<file path="src/logic/p9m_cfg.svh">
// Constants for the port-9 / chip-select pin-function multiplexer.
// Assumes inclusion by bare name from the package and the top module.
`ifndef P9M_CFG_SVH
`define P9M_CFG_SVH

// -----------------------------------------------------------------------
// Widths
// -----------------------------------------------------------------------
`define P9M_PORT_W      16
`define P9M_CS_W        4
`define P9M_FI_W        20

// -----------------------------------------------------------------------
// Reset values
// -----------------------------------------------------------------------
`define P9M_RST_PORT    16'h0000
`define P9M_RST_CS      4'h0
`define P9M_RST_FI      20'h00000

// -----------------------------------------------------------------------
// Pin positions of special functions
// -----------------------------------------------------------------------
`define P9M_PIN_UART    0
`define P9M_PIN_I2C_CLK 1
`define P9M_PIN_TMR_LO  2
`define P9M_PIN_TMR_HI  5
`define P9M_PIN_T2C1    6
`define P9M_PIN_T2C0    7
`define P9M_PIN_CH_LO   8
`define P9M_PIN_CH_HI   13
`define P9M_PIN_T5C1    14
`define P9M_PIN_T5C0    15

// -----------------------------------------------------------------------
// Positions in the peripheral-input vector
// -----------------------------------------------------------------------
`define P9M_FI_KR6      0
`define P9M_FI_KR7      1
`define P9M_FI_URX      2
`define P9M_FI_SDA      3
`define P9M_FI_SCL      4
`define P9M_FI_CAP_LO   5
`define P9M_FI_T2C1     9
`define P9M_FI_T2C0     10
`define P9M_FI_S1DI     11
`define P9M_FI_S1CK     12
`define P9M_FI_S3DI     13
`define P9M_FI_S3CK     14
`define P9M_FI_IRQ4     15
`define P9M_FI_IRQ5     16
`define P9M_FI_IRQ6     17
`define P9M_FI_T5C1     18
`define P9M_FI_T5C0     19

`endif

</file>
<file path="src/logic/p9m_pkg.sv">
// Types for the port-9 / chip-select pin-function multiplexer.
// Assumes p9m_cfg.svh is on the include path.
`default_nettype none
`include "p9m_cfg.svh"
package p9m_pkg;

  // Decoded extension/choice pair
  typedef enum logic [1:0] {
    P9M_SEL_00,
    P9M_SEL_01,
    P9M_SEL_10,
    P9M_SEL_11
  } p9m_sel_t;

endpackage
`default_nettype wire

</file>
<file path="src/logic/p9m_pin_mux.sv">
// Pin-function multiplexer for sixteen port-9 pins and four chip-select pins.
// Assumes all inputs synchronous to i_ref_clk; pad logic resolves out/oe.
`timescale 1ns/1ps
`default_nettype none
`include "p9m_cfg.svh"

module p9m_pin_mux
  import p9m_pkg::*;
(
  input  wire logic                     i_ref_clk,
  input  wire logic                     i_rst_n,
  input  wire logic [`P9M_PORT_W-1:0]   i_function_select_bit,
  input  wire logic [`P9M_PORT_W-1:0]   i_function_extension_bit,
  input  wire logic [`P9M_PORT_W-1:0]   i_function_choice_bit,
  input  wire logic [`P9M_PORT_W-1:0]   i_open_drain_bit,
  input  wire logic [`P9M_PORT_W-1:0]   i_port_direction_bit,
  input  wire logic [`P9M_PORT_W-1:0]   i_port_latch,
  input  wire logic [`P9M_PORT_W-1:0]   i_pin_in,
  input  wire logic [`P9M_CS_W-1:0]     i_cs_function_select_bit,
  input  wire logic [`P9M_CS_W-1:0]     i_cs_port_direction_bit,
  input  wire logic [`P9M_CS_W-1:0]     i_cs_port_latch,
  input  wire logic [`P9M_CS_W-1:0]     i_cs_pin_in,
  input  wire logic [`P9M_CS_W-1:0]     i_chip_select_out,
  input  wire logic [`P9M_PORT_W-1:0]   i_addr,
  input  wire logic                     i_uart1_transmit,
  input  wire logic                     i_i2c2_serial_data_out,
  input  wire logic                     i_i2c2_serial_clock_out,
  input  wire logic                     i_timer4_ch1_out,
  input  wire logic                     i_timer4_ch0_out,
  input  wire logic                     i_timer3_ch1_out,
  input  wire logic                     i_timer3_ch0_out,
  input  wire logic                     i_timer2_ch1_out,
  input  wire logic                     i_timer2_ch0_out,
  input  wire logic                     i_timer5_ch1_out,
  input  wire logic                     i_timer5_ch0_out,
  input  wire logic                     i_serial1_data_out,
  input  wire logic                     i_serial1_clock_out,
  input  wire logic                     i_serial1_clock_oe,
  input  wire logic                     i_serial3_data_out,
  input  wire logic                     i_serial3_clock_out,
  input  wire logic                     i_serial3_clock_oe,
  output logic [`P9M_PORT_W-1:0]        o_pin_out,
  output logic [`P9M_PORT_W-1:0]        o_pin_oe,
  output logic [`P9M_PORT_W-1:0]        o_port_read,
  output logic [`P9M_CS_W-1:0]          o_cs_pin_out,
  output logic [`P9M_CS_W-1:0]          o_cs_pin_oe,
  output logic [`P9M_CS_W-1:0]          o_cs_port_read,
  output logic                          o_key_return_in_6,
  output logic                          o_key_return_in_7,
  output logic                          o_uart1_receive,
  output logic                          o_i2c2_serial_data_in,
  output logic                          o_i2c2_serial_clock_in,
  output logic                          o_timer4_ch1_capture_in,
  output logic                          o_timer4_ch0_capture_in,
  output logic                          o_timer3_ch1_capture_in,
  output logic                          o_timer3_ch0_capture_in,
  output logic                          o_timer2_ch1_capture_in,
  output logic                          o_timer2_ch0_capture_in,
  output logic                          o_serial1_data_in,
  output logic                          o_serial1_clock_in,
  output logic                          o_serial3_data_in,
  output logic                          o_serial3_clock_in,
  output logic                          o_ext_irq_in_4,
  output logic                          o_ext_irq_in_5,
  output logic                          o_ext_irq_in_6,
  output logic                          o_timer5_ch1_capture_in,
  output logic                          o_timer5_ch0_capture_in
);

  // -----------------------------------------------------------------------
  // Decode
  // -----------------------------------------------------------------------
  function automatic p9m_sel_t p9m_dec(input logic ext, input logic ch);
    p9m_sel_t s;
    case ({ext, ch})
      2'h0:    s = P9M_SEL_00;
      2'h1:    s = P9M_SEL_01;
      2'h2:    s = P9M_SEL_10;
      default: s = P9M_SEL_11;
    endcase
    return s;
  endfunction

  logic [`P9M_PORT_W-1:0] pin_out_nxt;
  logic [`P9M_PORT_W-1:0] pin_oe_nxt;
  logic [`P9M_FI_W-1:0]   fi_nxt;
  logic [`P9M_FI_W-1:0]   fi_r;
  logic [3:0]             tmr_out;
  logic [5:0]             ch_out;
  logic [5:0]             ch_oe;
  p9m_sel_t               sel [`P9M_PORT_W];

  assign tmr_out = {i_timer3_ch0_out, i_timer3_ch1_out,
                    i_timer4_ch0_out, i_timer4_ch1_out};
  assign ch_out  = {1'b0, i_serial3_clock_out, i_serial3_data_out,
                    1'b0, i_serial1_clock_out, i_serial1_data_out};
  assign ch_oe   = {1'b0, i_serial3_clock_oe, 1'b1,
                    1'b0, i_serial1_clock_oe, 1'b1};

  // -----------------------------------------------------------------------
  // Pin routing
  // -----------------------------------------------------------------------
  always_comb begin
    pin_out_nxt = `P9M_RST_PORT;
    pin_oe_nxt  = `P9M_RST_PORT;
    fi_nxt      = `P9M_RST_FI;
    for (int i = 0; i < `P9M_PORT_W; i++) begin
      sel[i] = p9m_dec(i_function_extension_bit[i], i_function_choice_bit[i]);
      if (!i_function_select_bit[i]) begin
        // Plain port pin, open drain drives low only
        pin_out_nxt[i] = i_port_latch[i];
        pin_oe_nxt[i]  = !i_port_direction_bit[i] &&
                         !(i_open_drain_bit[i] && i_port_latch[i]);
      end else if ((i >= `P9M_PIN_CH_LO && i <= `P9M_PIN_CH_HI) ?
                   !i_function_choice_bit[i] :
                   sel[i] == P9M_SEL_00) begin
        // Address output, latch and direction ignored
        pin_out_nxt[i] = i_addr[i];
        pin_oe_nxt[i]  = 1'b1;
      end
    end
    // Uart / key return / i2c data pin
    if (i_function_select_bit[`P9M_PIN_UART]) begin
      case (sel[`P9M_PIN_UART])
        P9M_SEL_01: fi_nxt[`P9M_FI_KR6] = i_pin_in[`P9M_PIN_UART];
        P9M_SEL_10: begin
          pin_out_nxt[`P9M_PIN_UART] = i_uart1_transmit;
          pin_oe_nxt[`P9M_PIN_UART]  = 1'b1;
        end
        P9M_SEL_11: begin
          if (i_open_drain_bit[`P9M_PIN_UART]) begin
            pin_out_nxt[`P9M_PIN_UART] = 1'b0;
            pin_oe_nxt[`P9M_PIN_UART]  = !i_i2c2_serial_data_out;
            fi_nxt[`P9M_FI_SDA]        = i_pin_in[`P9M_PIN_UART];
          end
        end
        default: ;
      endcase
    end
    // Key return 7 / uart receive / i2c clock pin
    if (i_function_select_bit[`P9M_PIN_I2C_CLK]) begin
      case (sel[`P9M_PIN_I2C_CLK])
        P9M_SEL_01: fi_nxt[`P9M_FI_KR7] = i_pin_in[`P9M_PIN_I2C_CLK];
        P9M_SEL_10: begin
          // Shared input feeds both users
          fi_nxt[`P9M_FI_URX] = i_pin_in[`P9M_PIN_I2C_CLK];
          fi_nxt[`P9M_FI_KR7] = i_pin_in[`P9M_PIN_I2C_CLK];
        end
        P9M_SEL_11: begin
          if (i_open_drain_bit[`P9M_PIN_I2C_CLK]) begin
            pin_out_nxt[`P9M_PIN_I2C_CLK] = 1'b0;
            pin_oe_nxt[`P9M_PIN_I2C_CLK]  = !i_i2c2_serial_clock_out;
            fi_nxt[`P9M_FI_SCL] = i_pin_in[`P9M_PIN_I2C_CLK];
          end
        end
        default: ;
      endcase
    end
    // Timer 4/3 pins, code 11 left inactive
    for (int i = `P9M_PIN_TMR_LO; i <= `P9M_PIN_TMR_HI; i++) begin
      if (i_function_select_bit[i]) begin
        case (sel[i])
          P9M_SEL_01:
            fi_nxt[`P9M_FI_CAP_LO + i - `P9M_PIN_TMR_LO] = i_pin_in[i];
          P9M_SEL_10: begin
            pin_out_nxt[i] = tmr_out[i - `P9M_PIN_TMR_LO];
            pin_oe_nxt[i]  = 1'b1;
          end
          default: ;
        endcase
      end
    end
    // Timer 2 ch1 pin, code 01 left inactive
    if (i_function_select_bit[`P9M_PIN_T2C1]) begin
      case (sel[`P9M_PIN_T2C1])
        P9M_SEL_10: fi_nxt[`P9M_FI_T2C1] = i_pin_in[`P9M_PIN_T2C1];
        P9M_SEL_11: begin
          pin_out_nxt[`P9M_PIN_T2C1] = i_timer2_ch1_out;
          pin_oe_nxt[`P9M_PIN_T2C1]  = 1'b1;
        end
        default: ;
      endcase
    end
    // Serial 1 input / timer 2 ch0 pin
    if (i_function_select_bit[`P9M_PIN_T2C0]) begin
      case (sel[`P9M_PIN_T2C0])
        P9M_SEL_01: fi_nxt[`P9M_FI_S1DI] = i_pin_in[`P9M_PIN_T2C0];
        P9M_SEL_10: fi_nxt[`P9M_FI_T2C0] = i_pin_in[`P9M_PIN_T2C0];
        P9M_SEL_11: begin
          pin_out_nxt[`P9M_PIN_T2C0] = i_timer2_ch0_out;
          pin_oe_nxt[`P9M_PIN_T2C0]  = 1'b1;
        end
        default: ;
      endcase
    end
    // Choice-only pins, extension bit ignored
    for (int i = `P9M_PIN_CH_LO; i <= `P9M_PIN_CH_HI; i++) begin
      if (i_function_select_bit[i] && i_function_choice_bit[i]) begin
        pin_out_nxt[i] = ch_out[i - `P9M_PIN_CH_LO];
        pin_oe_nxt[i]  = ch_oe[i - `P9M_PIN_CH_LO];
      end
    end
    if (i_function_select_bit[9] && i_function_choice_bit[9])
      fi_nxt[`P9M_FI_S1CK] = i_pin_in[9];
    if (i_function_select_bit[10] && i_function_choice_bit[10])
      fi_nxt[`P9M_FI_S3DI] = i_pin_in[10];
    if (i_function_select_bit[12] && i_function_choice_bit[12])
      fi_nxt[`P9M_FI_S3CK] = i_pin_in[12];
    if (i_function_select_bit[13] && i_function_choice_bit[13])
      fi_nxt[`P9M_FI_IRQ4] = i_pin_in[13];
    // Timer 5 pins
    if (i_function_select_bit[`P9M_PIN_T5C1]) begin
      case (sel[`P9M_PIN_T5C1])
        P9M_SEL_01: fi_nxt[`P9M_FI_IRQ5] = i_pin_in[`P9M_PIN_T5C1];
        P9M_SEL_10: fi_nxt[`P9M_FI_T5C1] = i_pin_in[`P9M_PIN_T5C1];
        P9M_SEL_11: begin
          pin_out_nxt[`P9M_PIN_T5C1] = i_timer5_ch1_out;
          pin_oe_nxt[`P9M_PIN_T5C1]  = 1'b1;
        end
        default: ;
      endcase
    end
    if (i_function_select_bit[`P9M_PIN_T5C0]) begin
      case (sel[`P9M_PIN_T5C0])
        P9M_SEL_01: fi_nxt[`P9M_FI_IRQ6] = i_pin_in[`P9M_PIN_T5C0];
        P9M_SEL_10: fi_nxt[`P9M_FI_T5C0] = i_pin_in[`P9M_PIN_T5C0];
        P9M_SEL_11: begin
          pin_out_nxt[`P9M_PIN_T5C0] = i_timer5_ch0_out;
          pin_oe_nxt[`P9M_PIN_T5C0]  = 1'b1;
        end
        default: ;
      endcase
    end
  end

  // -----------------------------------------------------------------------
  // Port-9 pad registers
  // -----------------------------------------------------------------------
  always_ff @(posedge i_ref_clk) begin
    if (!i_rst_n) begin
      o_pin_out   <= `P9M_RST_PORT;
      o_pin_oe    <= `P9M_RST_PORT;
      o_port_read <= `P9M_RST_PORT;
    end else begin
      o_pin_out   <= pin_out_nxt;
      o_pin_oe    <= pin_oe_nxt;
      o_port_read <= i_pin_in;
    end
  end

  // -----------------------------------------------------------------------
  // Chip-select pins
  // -----------------------------------------------------------------------
  always_ff @(posedge i_ref_clk) begin
    if (!i_rst_n) begin
      o_cs_pin_out   <= `P9M_RST_CS;
      o_cs_pin_oe    <= `P9M_RST_CS;
      o_cs_port_read <= `P9M_RST_CS;
    end else begin
      for (int i = 0; i < `P9M_CS_W; i++) begin
        if (i_cs_function_select_bit[i]) begin
          o_cs_pin_out[i] <= i_chip_select_out[i];
          o_cs_pin_oe[i]  <= 1'b1;
        end else begin
          o_cs_pin_out[i] <= i_cs_port_latch[i];
          o_cs_pin_oe[i]  <= !i_cs_port_direction_bit[i];
        end
      end
      o_cs_port_read <= i_cs_pin_in;
    end
  end

  // -----------------------------------------------------------------------
  // Peripheral inputs
  // -----------------------------------------------------------------------
  always_ff @(posedge i_ref_clk) begin
    if (!i_rst_n)
      fi_r <= `P9M_RST_FI;
    else
      fi_r <= fi_nxt;
  end

  assign o_key_return_in_6       = fi_r[`P9M_FI_KR6];
  assign o_key_return_in_7       = fi_r[`P9M_FI_KR7];
  assign o_uart1_receive         = fi_r[`P9M_FI_URX];
  assign o_i2c2_serial_data_in   = fi_r[`P9M_FI_SDA];
  assign o_i2c2_serial_clock_in  = fi_r[`P9M_FI_SCL];
  assign o_timer4_ch1_capture_in = fi_r[`P9M_FI_CAP_LO];
  assign o_timer4_ch0_capture_in = fi_r[`P9M_FI_CAP_LO + 1];
  assign o_timer3_ch1_capture_in = fi_r[`P9M_FI_CAP_LO + 2];
  assign o_timer3_ch0_capture_in = fi_r[`P9M_FI_CAP_LO + 3];
  assign o_timer2_ch1_capture_in = fi_r[`P9M_FI_T2C1];
  assign o_timer2_ch0_capture_in = fi_r[`P9M_FI_T2C0];
  assign o_serial1_data_in       = fi_r[`P9M_FI_S1DI];
  assign o_serial1_clock_in      = fi_r[`P9M_FI_S1CK];
  assign o_serial3_data_in       = fi_r[`P9M_FI_S3DI];
  assign o_serial3_clock_in      = fi_r[`P9M_FI_S3CK];
  assign o_ext_irq_in_4          = fi_r[`P9M_FI_IRQ4];
  assign o_ext_irq_in_5          = fi_r[`P9M_FI_IRQ5];
  assign o_ext_irq_in_6          = fi_r[`P9M_FI_IRQ6];
  assign o_timer5_ch1_capture_in = fi_r[`P9M_FI_T5C1];
  assign o_timer5_ch0_capture_in = fi_r[`P9M_FI_T5C0];

  // -----------------------------------------------------------------------
  // Checks
  // -----------------------------------------------------------------------
  a_uart_tx_route: assert property (
    @(posedge i_ref_clk) disable iff (!i_rst_n)
    (i_function_select_bit[0] && i_function_extension_bit[0] &&
     !i_function_choice_bit[0])
    |=> (o_pin_oe[0] && o_pin_out[0] == $past(i_uart1_transmit)))
    else $error("uart transmit not routed to bit 0");

  a_shared_rx_kr7: assert property (
    @(posedge i_ref_clk) disable iff (!i_rst_n)
    (i_function_select_bit[1] && i_function_extension_bit[1] &&
     !i_function_choice_bit[1])
    |=> (o_uart1_receive == $past(i_pin_in[1]) &&
         o_key_return_in_7 == $past(i_pin_in[1]) && !o_pin_oe[1]))
    else $error("shared receive input not routed");

  a_timer_out_pin: assert property (
    @(posedge i_ref_clk) disable iff (!i_rst_n)
    (i_function_select_bit[4] && i_function_extension_bit[4] &&
     !i_function_choice_bit[4])
    |=> (o_pin_oe[4] && o_pin_out[4] == $past(i_timer3_ch1_out)))
    else $error("timer3 ch1 output not on bit 4");

  a_t2c1_undefined: assert property (
    @(posedge i_ref_clk) disable iff (!i_rst_n)
    (i_function_select_bit[6] && !i_function_extension_bit[6] &&
     i_function_choice_bit[6])
    |=> (!o_pin_oe[6] && !o_timer2_ch1_capture_in))
    else $error("bit 6 code 01 must stay inactive");

  a_ser1_din_route: assert property (
    @(posedge i_ref_clk) disable iff (!i_rst_n)
    (i_function_select_bit[7] && !i_function_extension_bit[7] &&
     i_function_choice_bit[7])
    |=> (o_serial1_data_in == $past(i_pin_in[7]) && !o_pin_oe[7]))
    else $error("serial1 data input not routed");

  a_irq4_choice: assert property (
    @(posedge i_ref_clk) disable iff (!i_rst_n)
    (i_function_select_bit[13] && i_function_choice_bit[13])
    |=> (o_ext_irq_in_4 == $past(i_pin_in[13]) && !o_pin_oe[13]))
    else $error("irq 4 input not routed");

  a_t5_capture: assert property (
    @(posedge i_ref_clk) disable iff (!i_rst_n)
    (i_function_select_bit[14] && i_function_extension_bit[14] &&
     !i_function_choice_bit[14])
    |=> (o_timer5_ch1_capture_in == $past(i_pin_in[14]) && !o_pin_oe[14]))
    else $error("timer5 ch1 capture not routed");

  a_choice_addr_out: assert property (
    @(posedge i_ref_clk) disable iff (!i_rst_n)
    (i_function_select_bit[8] && i_function_extension_bit[8] &&
     !i_function_choice_bit[8])
    |=> (o_pin_oe[8] && o_pin_out[8] == $past(i_addr[8])))
    else $error("choice-only pin lost its address output");

  a_t5c0_output: assert property (
    @(posedge i_ref_clk) disable iff (!i_rst_n)
    (i_function_select_bit[15] && i_function_extension_bit[15] &&
     i_function_choice_bit[15])
    |=> (o_pin_oe[15] && o_pin_out[15] == $past(i_timer5_ch0_out)))
    else $error("timer5 ch0 output not on bit 15");

  a_cs_output: assert property (
    @(posedge i_ref_clk) disable iff (!i_rst_n)
    i_cs_function_select_bit[2]
    |=> (o_cs_pin_oe[2] && o_cs_pin_out[2] == $past(i_chip_select_out[2])))
    else $error("chip select 2 not driven");

  a_addr_ignores_dir: assert property (
    @(posedge i_ref_clk) disable iff (!i_rst_n)
    (i_function_select_bit[15] && !i_function_extension_bit[15] &&
     !i_function_choice_bit[15] && i_port_direction_bit[15])
    |=> (o_pin_oe[15] && o_pin_out[15] == $past(i_addr[15])))
    else $error("address output disturbed by direction bit");

  a_i2c_needs_od: assert property (
    @(posedge i_ref_clk) disable iff (!i_rst_n)
    (i_function_select_bit[0] && i_function_extension_bit[0] &&
     i_function_choice_bit[0] && !i_open_drain_bit[0])
    |=> (!o_pin_oe[0] && !o_i2c2_serial_data_in))
    else $error("i2c data active without open drain");

  a_gpio_mode: assert property (
    @(posedge i_ref_clk) disable iff (!i_rst_n)
    (!i_function_select_bit[3] && !i_port_direction_bit[3] &&
     !i_open_drain_bit[3])
    |=> (o_pin_oe[3] && o_pin_out[3] == $past(i_port_latch[3])))
    else $error("port pin not following latch");

endmodule
`default_nettype wire

</file>
<file path="config.mk">
export PLATFORM = sky130hd
export DESIGN_NAME = p9m_pin_mux
export DESIGN_NICKNAME = d
export VERILOG_FILES = /design/src/logic/p9m_pkg.sv /design/src/logic/p9m_pin_mux.sv
export VERILOG_INCLUDE_DIRS = /design/src /design/src/logic
export SDC_FILE = /design/constraint.sdc
export NUM_CORES = 1
export LEC_CHECK = 0
export ABC_AREA = 1
export BUFFER_PORTS_ARGS = -buffer_cell sky130_fd_sc_hd__buf_4
export CORE_MARGIN = 2
export CORE_UTILIZATION = 32
export CTS_BUF_LIST = sky130_fd_sc_hd__clkbuf_8
export DETAILED_ROUTE_END_ITERATION = 8
export PLACE_DENSITY = 0.7
export REMOVE_ABC_BUFFERS = 1
export SYNTH_ARGS = -nofsm -noshare
export SYNTH_HDL_FRONTEND = slang
export SYNTH_SLANG_ARGS = --single-unit
export TNS_END_PERCENT = 1
</file>
<file path="constraint.sdc">
create_clock -name i_ref_clk -period 0.8 [get_ports i_ref_clk]
set_input_delay 0.08 -clock i_ref_clk [delete_from_list [all_inputs] [get_ports i_ref_clk]]
set_output_delay 0.08 -clock i_ref_clk [all_outputs]
set_load 0.1 [all_outputs]
</file>
# Word-level counts from Yosys, hierarchy flattened
# Cells that the tools add are included.
# Widths: inputs -> output; s select.
# op_classes
add_sub_neg,0
n_mul,0
div,0
magnitude_cmp,0
n_eq_ne,45
shift,0
mux,134
n_bitwise,1
n_reduce_logical,119
# op_table
op,n
$mux 1,122
$pmux 2 s3,10
$eq 2x2->1 const B,26
$reduce_and 3->1,14
$logic_not 2->1,20
$eq 2x1->1 const B,19
$logic_and 1x1->1,38
$logic_not 1->1,38
$reduce_and 2->1,4
$reduce_and 4->1,2
$reduce_or 2->1,3
$pmux 1 s2,2
$not 1->1,1
# word_totals
regBits,80
latchBits,0
ramBits,0
romBits,0
input_bits,167
output_inout_bits,80
elab_cells,329
n_memories,0

# Depth between registers and ports, before layout
# Gate-level depths: netlist of the first run.
# depth
ltp_word,8
mapped_depth,5
mapped_depth_nobuf,5

# Worst setup path after synthesis of the first run
# No wires, ideal clock.
# synth_path
path_kind,register to output
start,register o_cs_pin_oe[0]
end,output o_cs_pin_oe[0]
arrival_ps,909
required_ps,720
slack_ps,-189
stages_incl_launch_ff,1
n_path_buf,0
path_cell_list,dfxtp_1
# synth_rtl
element,line_no,rtl
"start, declared",p9m_pin_mux.sv:46,"output logic [`P9M_CS_W-1:0] o_cs_pin_oe,"
"start signal, assigned",p9m_pin_mux.sv:257,o_cs_pin_oe <= `P9M_RST_CS;
"start signal, assigned by index",p9m_pin_mux.sv:266,o_cs_pin_oe[i] <= !i_cs_port_direction_bit[i];
# No word-level cell between the ends.

# Worst setup path after layout of the first run
# layout_path
start,register o_cs_pin_oe[2]
end,output o_cs_pin_oe[2]
# No word-level cell between the ends.

==> results of run 1 <==
state kept, by name, summed over array words and instances (netlist names):
| name | flops |
|---|---|
| o_pin_out | 16 |
| o_cs_pin_oe | 4 |
| o_cs_pin_out | 4 |
| o_cs_port_read | 4 |
| fi_r | 20 |
| o_port_read | 16 |
| o_pin_oe | 16 |
repair_timing:
item                                   CTS  global route
buffers inserted                         0             0
setup endpoints to repair               80           104
resized for setup                      320            21
endpoints found under the hold margin   73             2
pin swaps                                0             4
area by class of cell:
class | instances | area [um2] | area share [%]
Multi-Input combinational cell | 229 | 1120 | 15.4
Clock buffer | 10 | 138 | 1.89
Clock inverter | 6 | 37.5 | 0.517
Tap cell | 111 | 139 | 1.91
Timing Repair Buffer | 343 | 3860 | 53.1
Sequential cell | 80 | 1700 | 23.4
Inverter | 73 | 274 | 3.77
power groups by stage:
stage / logic, mW / clock network, mW / registers (mW)
2_1_floorplan: 0.401 / 0 / 5.83
3_3_place_gp: 3.05 / 0 / 4.33
3_5_place_dp: 3.08 / 0 / 4.34
4_1_cts: 3.97 / 2.76 / 4.40
6_report: 4.10 / 2.68 / 4.41
5_1_grt: 4.27 / 2.94 / 4.43
worst max-delay path by stage:
| stage | from | end | depth (start not counted) |
|---|---|---|---|
| 6_report | o_cs_pin_oe[2]$_SDFF_PN0_ | o_cs_pin_oe[2] | 1 |
| 5_1_grt | o_cs_pin_oe[2]$_SDFF_PN0_ | o_cs_pin_oe[2] | 1 |
| 4_1_cts | o_cs_pin_out[2]$_SDFF_PN0_ | o_cs_pin_out[2] | 1 |
| 3_5_place_dp | i_function_extension_bit[1] | o_pin_oe[1]$_SDFF_PN0_ | 5 |
| 3_3_place_gp | i_function_extension_bit[1] | o_pin_oe[1]$_SDFF_PN0_ | 5 |
| 2_1_floorplan | o_cs_pin_oe[0]$_SDFF_PN0_ | o_cs_pin_oe[0] | 0 |
routing by layer:
metal | track usage [%] | up-vias | wire, um
li1 | - | 1896 | -
met1 | 21.2 | 1845 | 4150
met2 | 51.2 | 243 | 7480
met3 | 6.80 | 69 | 1010
met4 | 16.9 | 0 | 781
met5 | 0 | - | 0
logic make-up after synthesis:
group / after synthesis / share of synthesized area (%)
and+or+nand+nor: 170 / 25.0
AOI/OAI and AO/OA: 56 / 9.73
adders and majority gates: 3 / 1.26
buffers and inverters: 79 / 10.4
DFF: 80 / 53.7
per-stage QoR:
step	util, %	area [um2]	instances
global route	79.4	7260	852
detailed placement	54.3	4970	739
floorplan	-	2950	382
finish	79.4	7260	852
CTS	78.9	7220	852
global placement	54.3	4970	739
cell usage in the layout, fill, tap and decap left out, types with 4 or more instances in the layout:
master / netlist / final
sky130_fd_sc_hd__buf_4: 2 / 165
sky130_fd_sc_hd__dlygate4sd3_1: 0 / 93
sky130_fd_sc_hd__nand2_1: 91 / 91
sky130_fd_sc_hd__buf_12: 0 / 83
sky130_fd_sc_hd__dfxtp_2: 0 / 80
sky130_fd_sc_hd__inv_1: 71 / 69
sky130_fd_sc_hd__nor2_1: 41 / 41
sky130_fd_sc_hd__a21oi_1: 38 / 29
sky130_fd_sc_hd__nand3_1: 19 / 19
sky130_fd_sc_hd__o21ai_0: 14 / 12
sky130_fd_sc_hd__clkbuf_8: 0 / 10
sky130_fd_sc_hd__a21oi_2: 0 / 9
sky130_fd_sc_hd__nor4_2: 7 / 7
sky130_fd_sc_hd__inv_2: 2 / 6
sky130_fd_sc_hd__nor3_1: 6 / 4
sky130_fd_sc_hd__nand4_1: 4 / 4
sky130_fd_sc_hd__clkinvlp_4: 0 / 4
==> impl.org, run 1 <==
** Run status
- The flow ran to the end, but the final reports show violations.
- Violated checks :: hold timing, setup timing

** Setup path
- Required arrival time at the worst endpoint :: 0.72 ns
- Critical path launch point type :: flop
- The critical path goes through buf_12.
- The worst setup path is of the reg2out kind.
- For this design, the slowest cell found on the critical path is sky130_fd_sc_hd__dfxtp_2.
- The largest single stage delay on the critical path is about 0.36 ns.
- Counting both buffers and inverters, the worst setup path holds a total of 1.
- Critical path capture point type :: output pin
- Along the worst path, the maximum fanout reaches 1.
- The kind of cell with the highest combined delay along the critical path is flip-flops.
- Crit path DAT :: just under 0.9 ns

** STA
- For the final routed database, the setup TNS stands at -11.83 ns.
- Time the final worst path needs with I/O delays and setup :: approximately 0.97 ns
- Headroom to the max-slew limit came out at 86.2%.
- Once routing completed, OpenROAD measured the worst setup slack at -0.173 ns.
- At the pin with the least slew margin, the transition time is around 0.2 ns.
- The count of endpoints failing hold in the final timing report was 1.
- Final slew viol count :: 0
- Setup violations remaining at the end of the flow were counted as 86.
- For this run, the top clock speed supported by timing is 1030 MHz.
- Hold timing on the final database bottoms out at a slack of -0.0125 ns.
- Setup repair after global routing could not meet its margin everywhere.
- In the finished design, the share of the clock period the worst path needs comes to 122%.

** Clock network
- In this run the deepest clock path goes through 2 buffers.
- TritonCTS built the clock tree.
- Sink count of the clock tree :: 80
- Clock tree synthesis selected as its root buffer the cell sky130_fd_sc_hd__clkbuf_8.
- After clock tree synthesis, the clock-pin slew on the worst setup and hold paths is about 0.090 ns.
- Cts-stage hold buffer count :: 97
- The number of clock buffers added by TritonCTS is 9.
- The H-tree generated during clock tree synthesis spans 3 levels.

** Synthesis
- Ranked by total cell area, the synthesized netlist is headed by sky130_fd_sc_hd__dfxtp_1, sky130_fd_sc_hd__nand2_1, sky130_fd_sc_hd__inv_1.
- After synthesis, flip-flops and latches occupy between 50% and 60% of the total area.
- In the synthesized netlist the async set-or-reset flop fraction comes to 0%.
- Post-synth cell types :: 17
- Number of flip-flops and latches in the synthesized netlist :: 80
- By instance count, the leading cell after synthesis is sky130_fd_sc_hd__nand2_1.
- The synthesized design spends more area on one cell type than any other, namely sky130_fd_sc_hd__dfxtp_1.
- In the synthesized netlist, the number of instances is just under 400.
- Prevailing post-synth register cell :: sky130_fd_sc_hd__dfxtp_1
- By count the netlist is led by sky130_fd_sc_hd__nand2_1, sky130_fd_sc_hd__dfxtp_1, sky130_fd_sc_hd__inv_1.
- For this run, the number of Yosys warnings is 0.
- Summed instance area of the synthesized netlist :: around 3000 um2
- In this run the biggest area consumer among cell types represents 53.7% of the synthesized area.
- Average size of a mapped cell :: between 7 and 8 um2
- Number of synthesized flops with an enable pin :: 0

** Min path
- Worst Min Path Start :: i_i2c2_serial_clock_out
- Hold Path Sink :: o_pin_oe[1]$_SDFF_PN0_
- Number of stages on the worst hold path :: 3
- The tightest min-delay check is of the in2reg type.

** Power
- The share of total power dissipated in sequential elements is around 39%.
- P_leak :: roughly 3.6 nW
- Int Power :: between 7 and 8 mW
- After layout, the design draws a total of roughly 11 mW.
- The share of total power dissipated in combinational logic is 36.6%.
- For this design the total switching power over the nets is around 4.0 mW.
- Of the total power, the share spent switching nets is 35.4%.
- Power per standard cell area :: about 1500 nW/um2
- Clk pwr share :: between 20% and 30%
- IR analysis of the VDD net gives a maximum drop of 0.795 mV.

** Flow run
- Maximum Capacitance Violations :: 0

** Global routing
- The first global-routing pass estimated 19.9 mm of wire.
- The initial antenna violation count came to 0.
- The via count of the first global-routing pass is about 4300.
- Entering global routing, the biggest net connects 25 pins.
- GRT Total Usage :: 25.4%
- Final global-route overflow total :: 0

** Die
- Once the floorplan was initialized, standard cells occupied between 30% and 40% of the core.
- Cell Rows :: 35
- Chip Height :: 101 um
- In this run the horizontal extent of the chip is approximately 100 um.
- Top-Level Pins :: around 250
- Total core area :: 9150 um2
- Die outline area :: about 10000 um2

** Routing
- DRC violation count after routing :: 0
- Routed wire length :: ~13 mm
- In this run, the number of DRC markers left after iteration 0 of detailed routing was 85.
- Detail Route Antenna Nets :: 0
- Routed vias :: between 4000 and 5000
- Wire per inst :: 15.7 um
- Detailed-router iteration count before antenna repair :: 4
- Dividing the detail-routed via count by the number of cells gives approximately 4.8.

** Finish
- 0 antenna diodes ended up in the layout.
- Number of nets in the final layout :: 906
- From synthesis to final layout, the design area changed by 143%.
- The layout has about 500 filler cells.
- Share of final-layout standard cells stronger than drive strength 1 :: around 50%

** Place
- Global placer's final weighted congestion :: just over 0.8
- During placement, the flow inserted port buffers numbering 240.
- Once detailed placement completed, the half-perimeter wirelength came to 7.70 mm.
- Pre-CTS worst setup slack :: -0.0809 ns
Note: power is estimated with default switching activity, not from simulation.
==> run 2: changes to the inputs <==
--- a/config.mk
+++ b/config.mk
@@ -7,12 +7,12 @@
 export NUM_CORES = 1
 export LEC_CHECK = 0
 export ABC_AREA = 1
-export BUFFER_PORTS_ARGS = -buffer_cell sky130_fd_sc_hd__buf_4
 export CORE_MARGIN = 2
 export CORE_UTILIZATION = 32
 export CTS_BUF_LIST = sky130_fd_sc_hd__clkbuf_8
 export DETAILED_ROUTE_END_ITERATION = 8
-export PLACE_DENSITY = 0.7
+export DONT_BUFFER_PORTS = 1
+export PLACE_DENSITY = 0.46
 export REMOVE_ABC_BUFFERS = 1
 export SYNTH_ARGS = -nofsm -noshare
 export SYNTH_HDL_FRONTEND = slang
==> run 2 against run 1 <==
Net effect: the run now fails in clock tree synthesis (4_1_cts); synthesized cell count unchanged; area after synthesis unchanged.
==> impl.org, run 2 <==
** Run status
- Run status :: did not finish
- It got as far as clock tree synthesis (4_1_cts) and failed there.
- Error Message :: [ERROR RSZ-0060] Max buffer count reached.

** Die
- Cell Rows :: 35 (unchanged)
- Top-Level Pins :: 247 (unchanged)
- The width of the die was 101 um (unchanged).
- The y dimension of the die came to 101 um (unchanged).
- Starting density of the core :: 32.6% (unchanged)

** Synthesis
- The instance count of the mapped netlist was 388 (unchanged).
- By area the synthesized netlist is led by sky130_fd_sc_hd__dfxtp_1, sky130_fd_sc_hd__nand2_1, sky130_fd_sc_hd__inv_1.
- Number of flip-flops and latches in the synthesized netlist :: 80 (unchanged)
- The commonest cells after synthesis are sky130_fd_sc_hd__nand2_1, sky130_fd_sc_hd__dfxtp_1, sky130_fd_sc_hd__inv_1.
- Of all cell types, the one taking the most synthesized area is sky130_fd_sc_hd__dfxtp_1.
- Post-synthesis sequential area ratio :: 53.7% (unchanged)
- Number of synthesized flops with an enable pin :: 0 (unchanged)
- The per-instance average area after synthesis was 7.69 um2 (unchanged).
- Summed instance area of the synthesized netlist :: 2980 um2 (unchanged)
- Count of yosys warnings during synthesis :: 0 (unchanged)
- Among all cell types in the netlist, the one instantiated most often is sky130_fd_sc_hd__nand2_1.
- Ys async rst share :: 0% (unchanged)
- Post-synth cell types :: 17 (unchanged)
- The portion of synthesized cell area occupied by the leading cell type came to 53.7% (unchanged).
- For this run, the leading register cell type out of synthesis is sky130_fd_sc_hd__dfxtp_1.

** Clock network
- CTS buffer count :: 9 (unchanged)
- The number of sinks on the clock net came to 80 (unchanged).
- The number of setup buffers added after CTS was 0 (unchanged).
- The count of hold-fix buffers inserted at cts was 119 (+23%).
- The maximum clock path buffer count came to 2 (unchanged).
- The tree is rooted in a sky130_fd_sc_hd__clkbuf_8.
- Number of resized instances in the post-cts repair step :: 80 (-75%)
- Maximum level of the CTS H-tree :: 3 (unchanged)

** Place
- The global placement routability congestion was 0.857 (+3.6%).
- I/O Buffers :: 0 (-100%)
- HPWL Detailed :: 7.01 mm (-9.0%)
run 2: kinds of logic after synthesis:
group | count (synthesis) | share of synthesized area (%)
AO/OA/AOI/OAI | 56 | 9.73
adder cells (fa/ha/maj) | 3 | 1.26
buffers and inverters | 79 | 10.4
flip-flops | 80 | 53.7
AND/OR/NAND/NOR | 170 | 25.0
run 2: through the flow:
step	cells	worst slack, ns	util [%]	hold WS [ns]	instance area [um2]
3_3_place_gp	576	0.0657	51.6	0.152	4720
3_5_place_dp	576	0.0140	51.6	0.154	4720
2_1_floorplan	382	-0.189	-	0.151	2950
==> run 3: changes to the inputs <==
--- a/config.mk
+++ b/config.mk
@@ -8,11 +8,10 @@
 export LEC_CHECK = 0
 export ABC_AREA = 1
 export CORE_MARGIN = 2
-export CORE_UTILIZATION = 32
-export CTS_BUF_LIST = sky130_fd_sc_hd__clkbuf_8
+export CORE_UTILIZATION = 20
 export DETAILED_ROUTE_END_ITERATION = 8
 export DONT_BUFFER_PORTS = 1
-export PLACE_DENSITY = 0.46
+export PLACE_DENSITY_LB_ADDON = 0.15
 export REMOVE_ABC_BUFFERS = 1
 export SYNTH_ARGS = -nofsm -noshare
 export SYNTH_HDL_FRONTEND = slang
==> constraint.sdc (replaced) <==
create_clock -name i_ref_clk -period 1 [get_ports i_ref_clk]
set_input_delay 0.1 -clock i_ref_clk [delete_from_list [all_inputs] [get_ports i_ref_clk]]
set_output_delay 0.1 -clock i_ref_clk [all_outputs]
set_load 0.1 [all_outputs]
==> run 3 against run 2 <==
Net effect: the run again fails in clock tree synthesis (4_1_cts); synthesized cell count is the same; area after synthesis is the same.
==> impl.org, run 3 <==
** Run status
- The run stopped with a tool error.
- Terminating stage of the flow :: clock tree synthesis (4_1_cts)
- Error Message :: [ERROR RSZ-0060] Max buffer count reached.

** Clock network
- Number of resized instances in the post-cts repair step :: 29 (-64%)
- Cell at the root of the clock tree :: sky130_fd_sc_hd__clkbuf_16
- The depth of the CTS H-tree was 3 (unchanged).
- Cts-stage hold buffer count :: 133 (+12%)
- Sink count of the clock tree :: 80 (unchanged)
- The CTS buffer count was 9 (unchanged).
- Buffer depth of the longest clock path :: 2 (unchanged)
- Post-CTS Setup Repair Bufs :: 0 (unchanged)

** Synthesis
- Number of synthesized flops with an enable pin :: 0 (unchanged)
- Average size of a mapped cell :: 7.69 um2 (unchanged)
- The cell area after technology mapping is 2980 um2 (unchanged).
- Post-synthesis sequential area ratio :: 53.7% (unchanged)
- The flip-flop and latch count after synthesis came to 80 (unchanged).
- Cell taking the most area after synthesis :: sky130_fd_sc_hd__dfxtp_1
- Top cells by count, synth :: sky130_fd_sc_hd__nand2_1, sky130_fd_sc_hd__dfxtp_1, sky130_fd_sc_hd__inv_1
- Prevailing post-synth register cell :: sky130_fd_sc_hd__dfxtp_1
- Yosys attributes the largest share of cell area to sky130_fd_sc_hd__dfxtp_1, sky130_fd_sc_hd__nand2_1, sky130_fd_sc_hd__inv_1.
- The count of cell types in the netlist was 17 (unchanged).
- sky130_fd_sc_hd__nand2_1 is the most common cell in the netlist.
- Count of yosys warnings during synthesis :: 0 (unchanged)
- Fraction of synthesized cell area taken by the top area cell type :: 53.7% (unchanged)
- Ys async rst share :: 0% (unchanged)
- Synthesized instance count :: 388 (unchanged)

** Die
- Cell Rows :: 44 (+26%)
- Starting density of the core :: 20.5% (-12 points)
- Top-Level Pins :: 247 (unchanged)
- Die width :: 126 um (+25%)
- Chip Height :: 126 um (+25%)

** Place
- Global placer's final weighted congestion :: 0.758 (-12%)
- I/O Buffers :: 0 (unchanged)
- HPWL Detailed :: 7.23 mm (+3.2%)
- Pre-CTS worst setup slack :: 0.165 ns (+0.151 ns)
## run 3: cell counts after synthesis
Identical to the previous run, type by type.
## run 3: through the flow
step | TNS [ns] | cells | utilization (%) | hold WS, ns | area (um2)
after floorplan | -0.718 | 382 | - | 0.171 | 2950
after global placement | 0 | 647 | 33.0 | 0.172 | 4800
after detailed placement | 0 | 647 | 33.0 | 0.174 | 4800
## run 3: kinds of logic after synthesis
logic type,Yosys count,share of synthesized area [%]
DFF,80,53.7
and+or+nand+nor,170,25.0
adders and majority gates,3,1.26
AOI/OAI and AO/OA,56,9.73
buffers and inverters,79,10.4
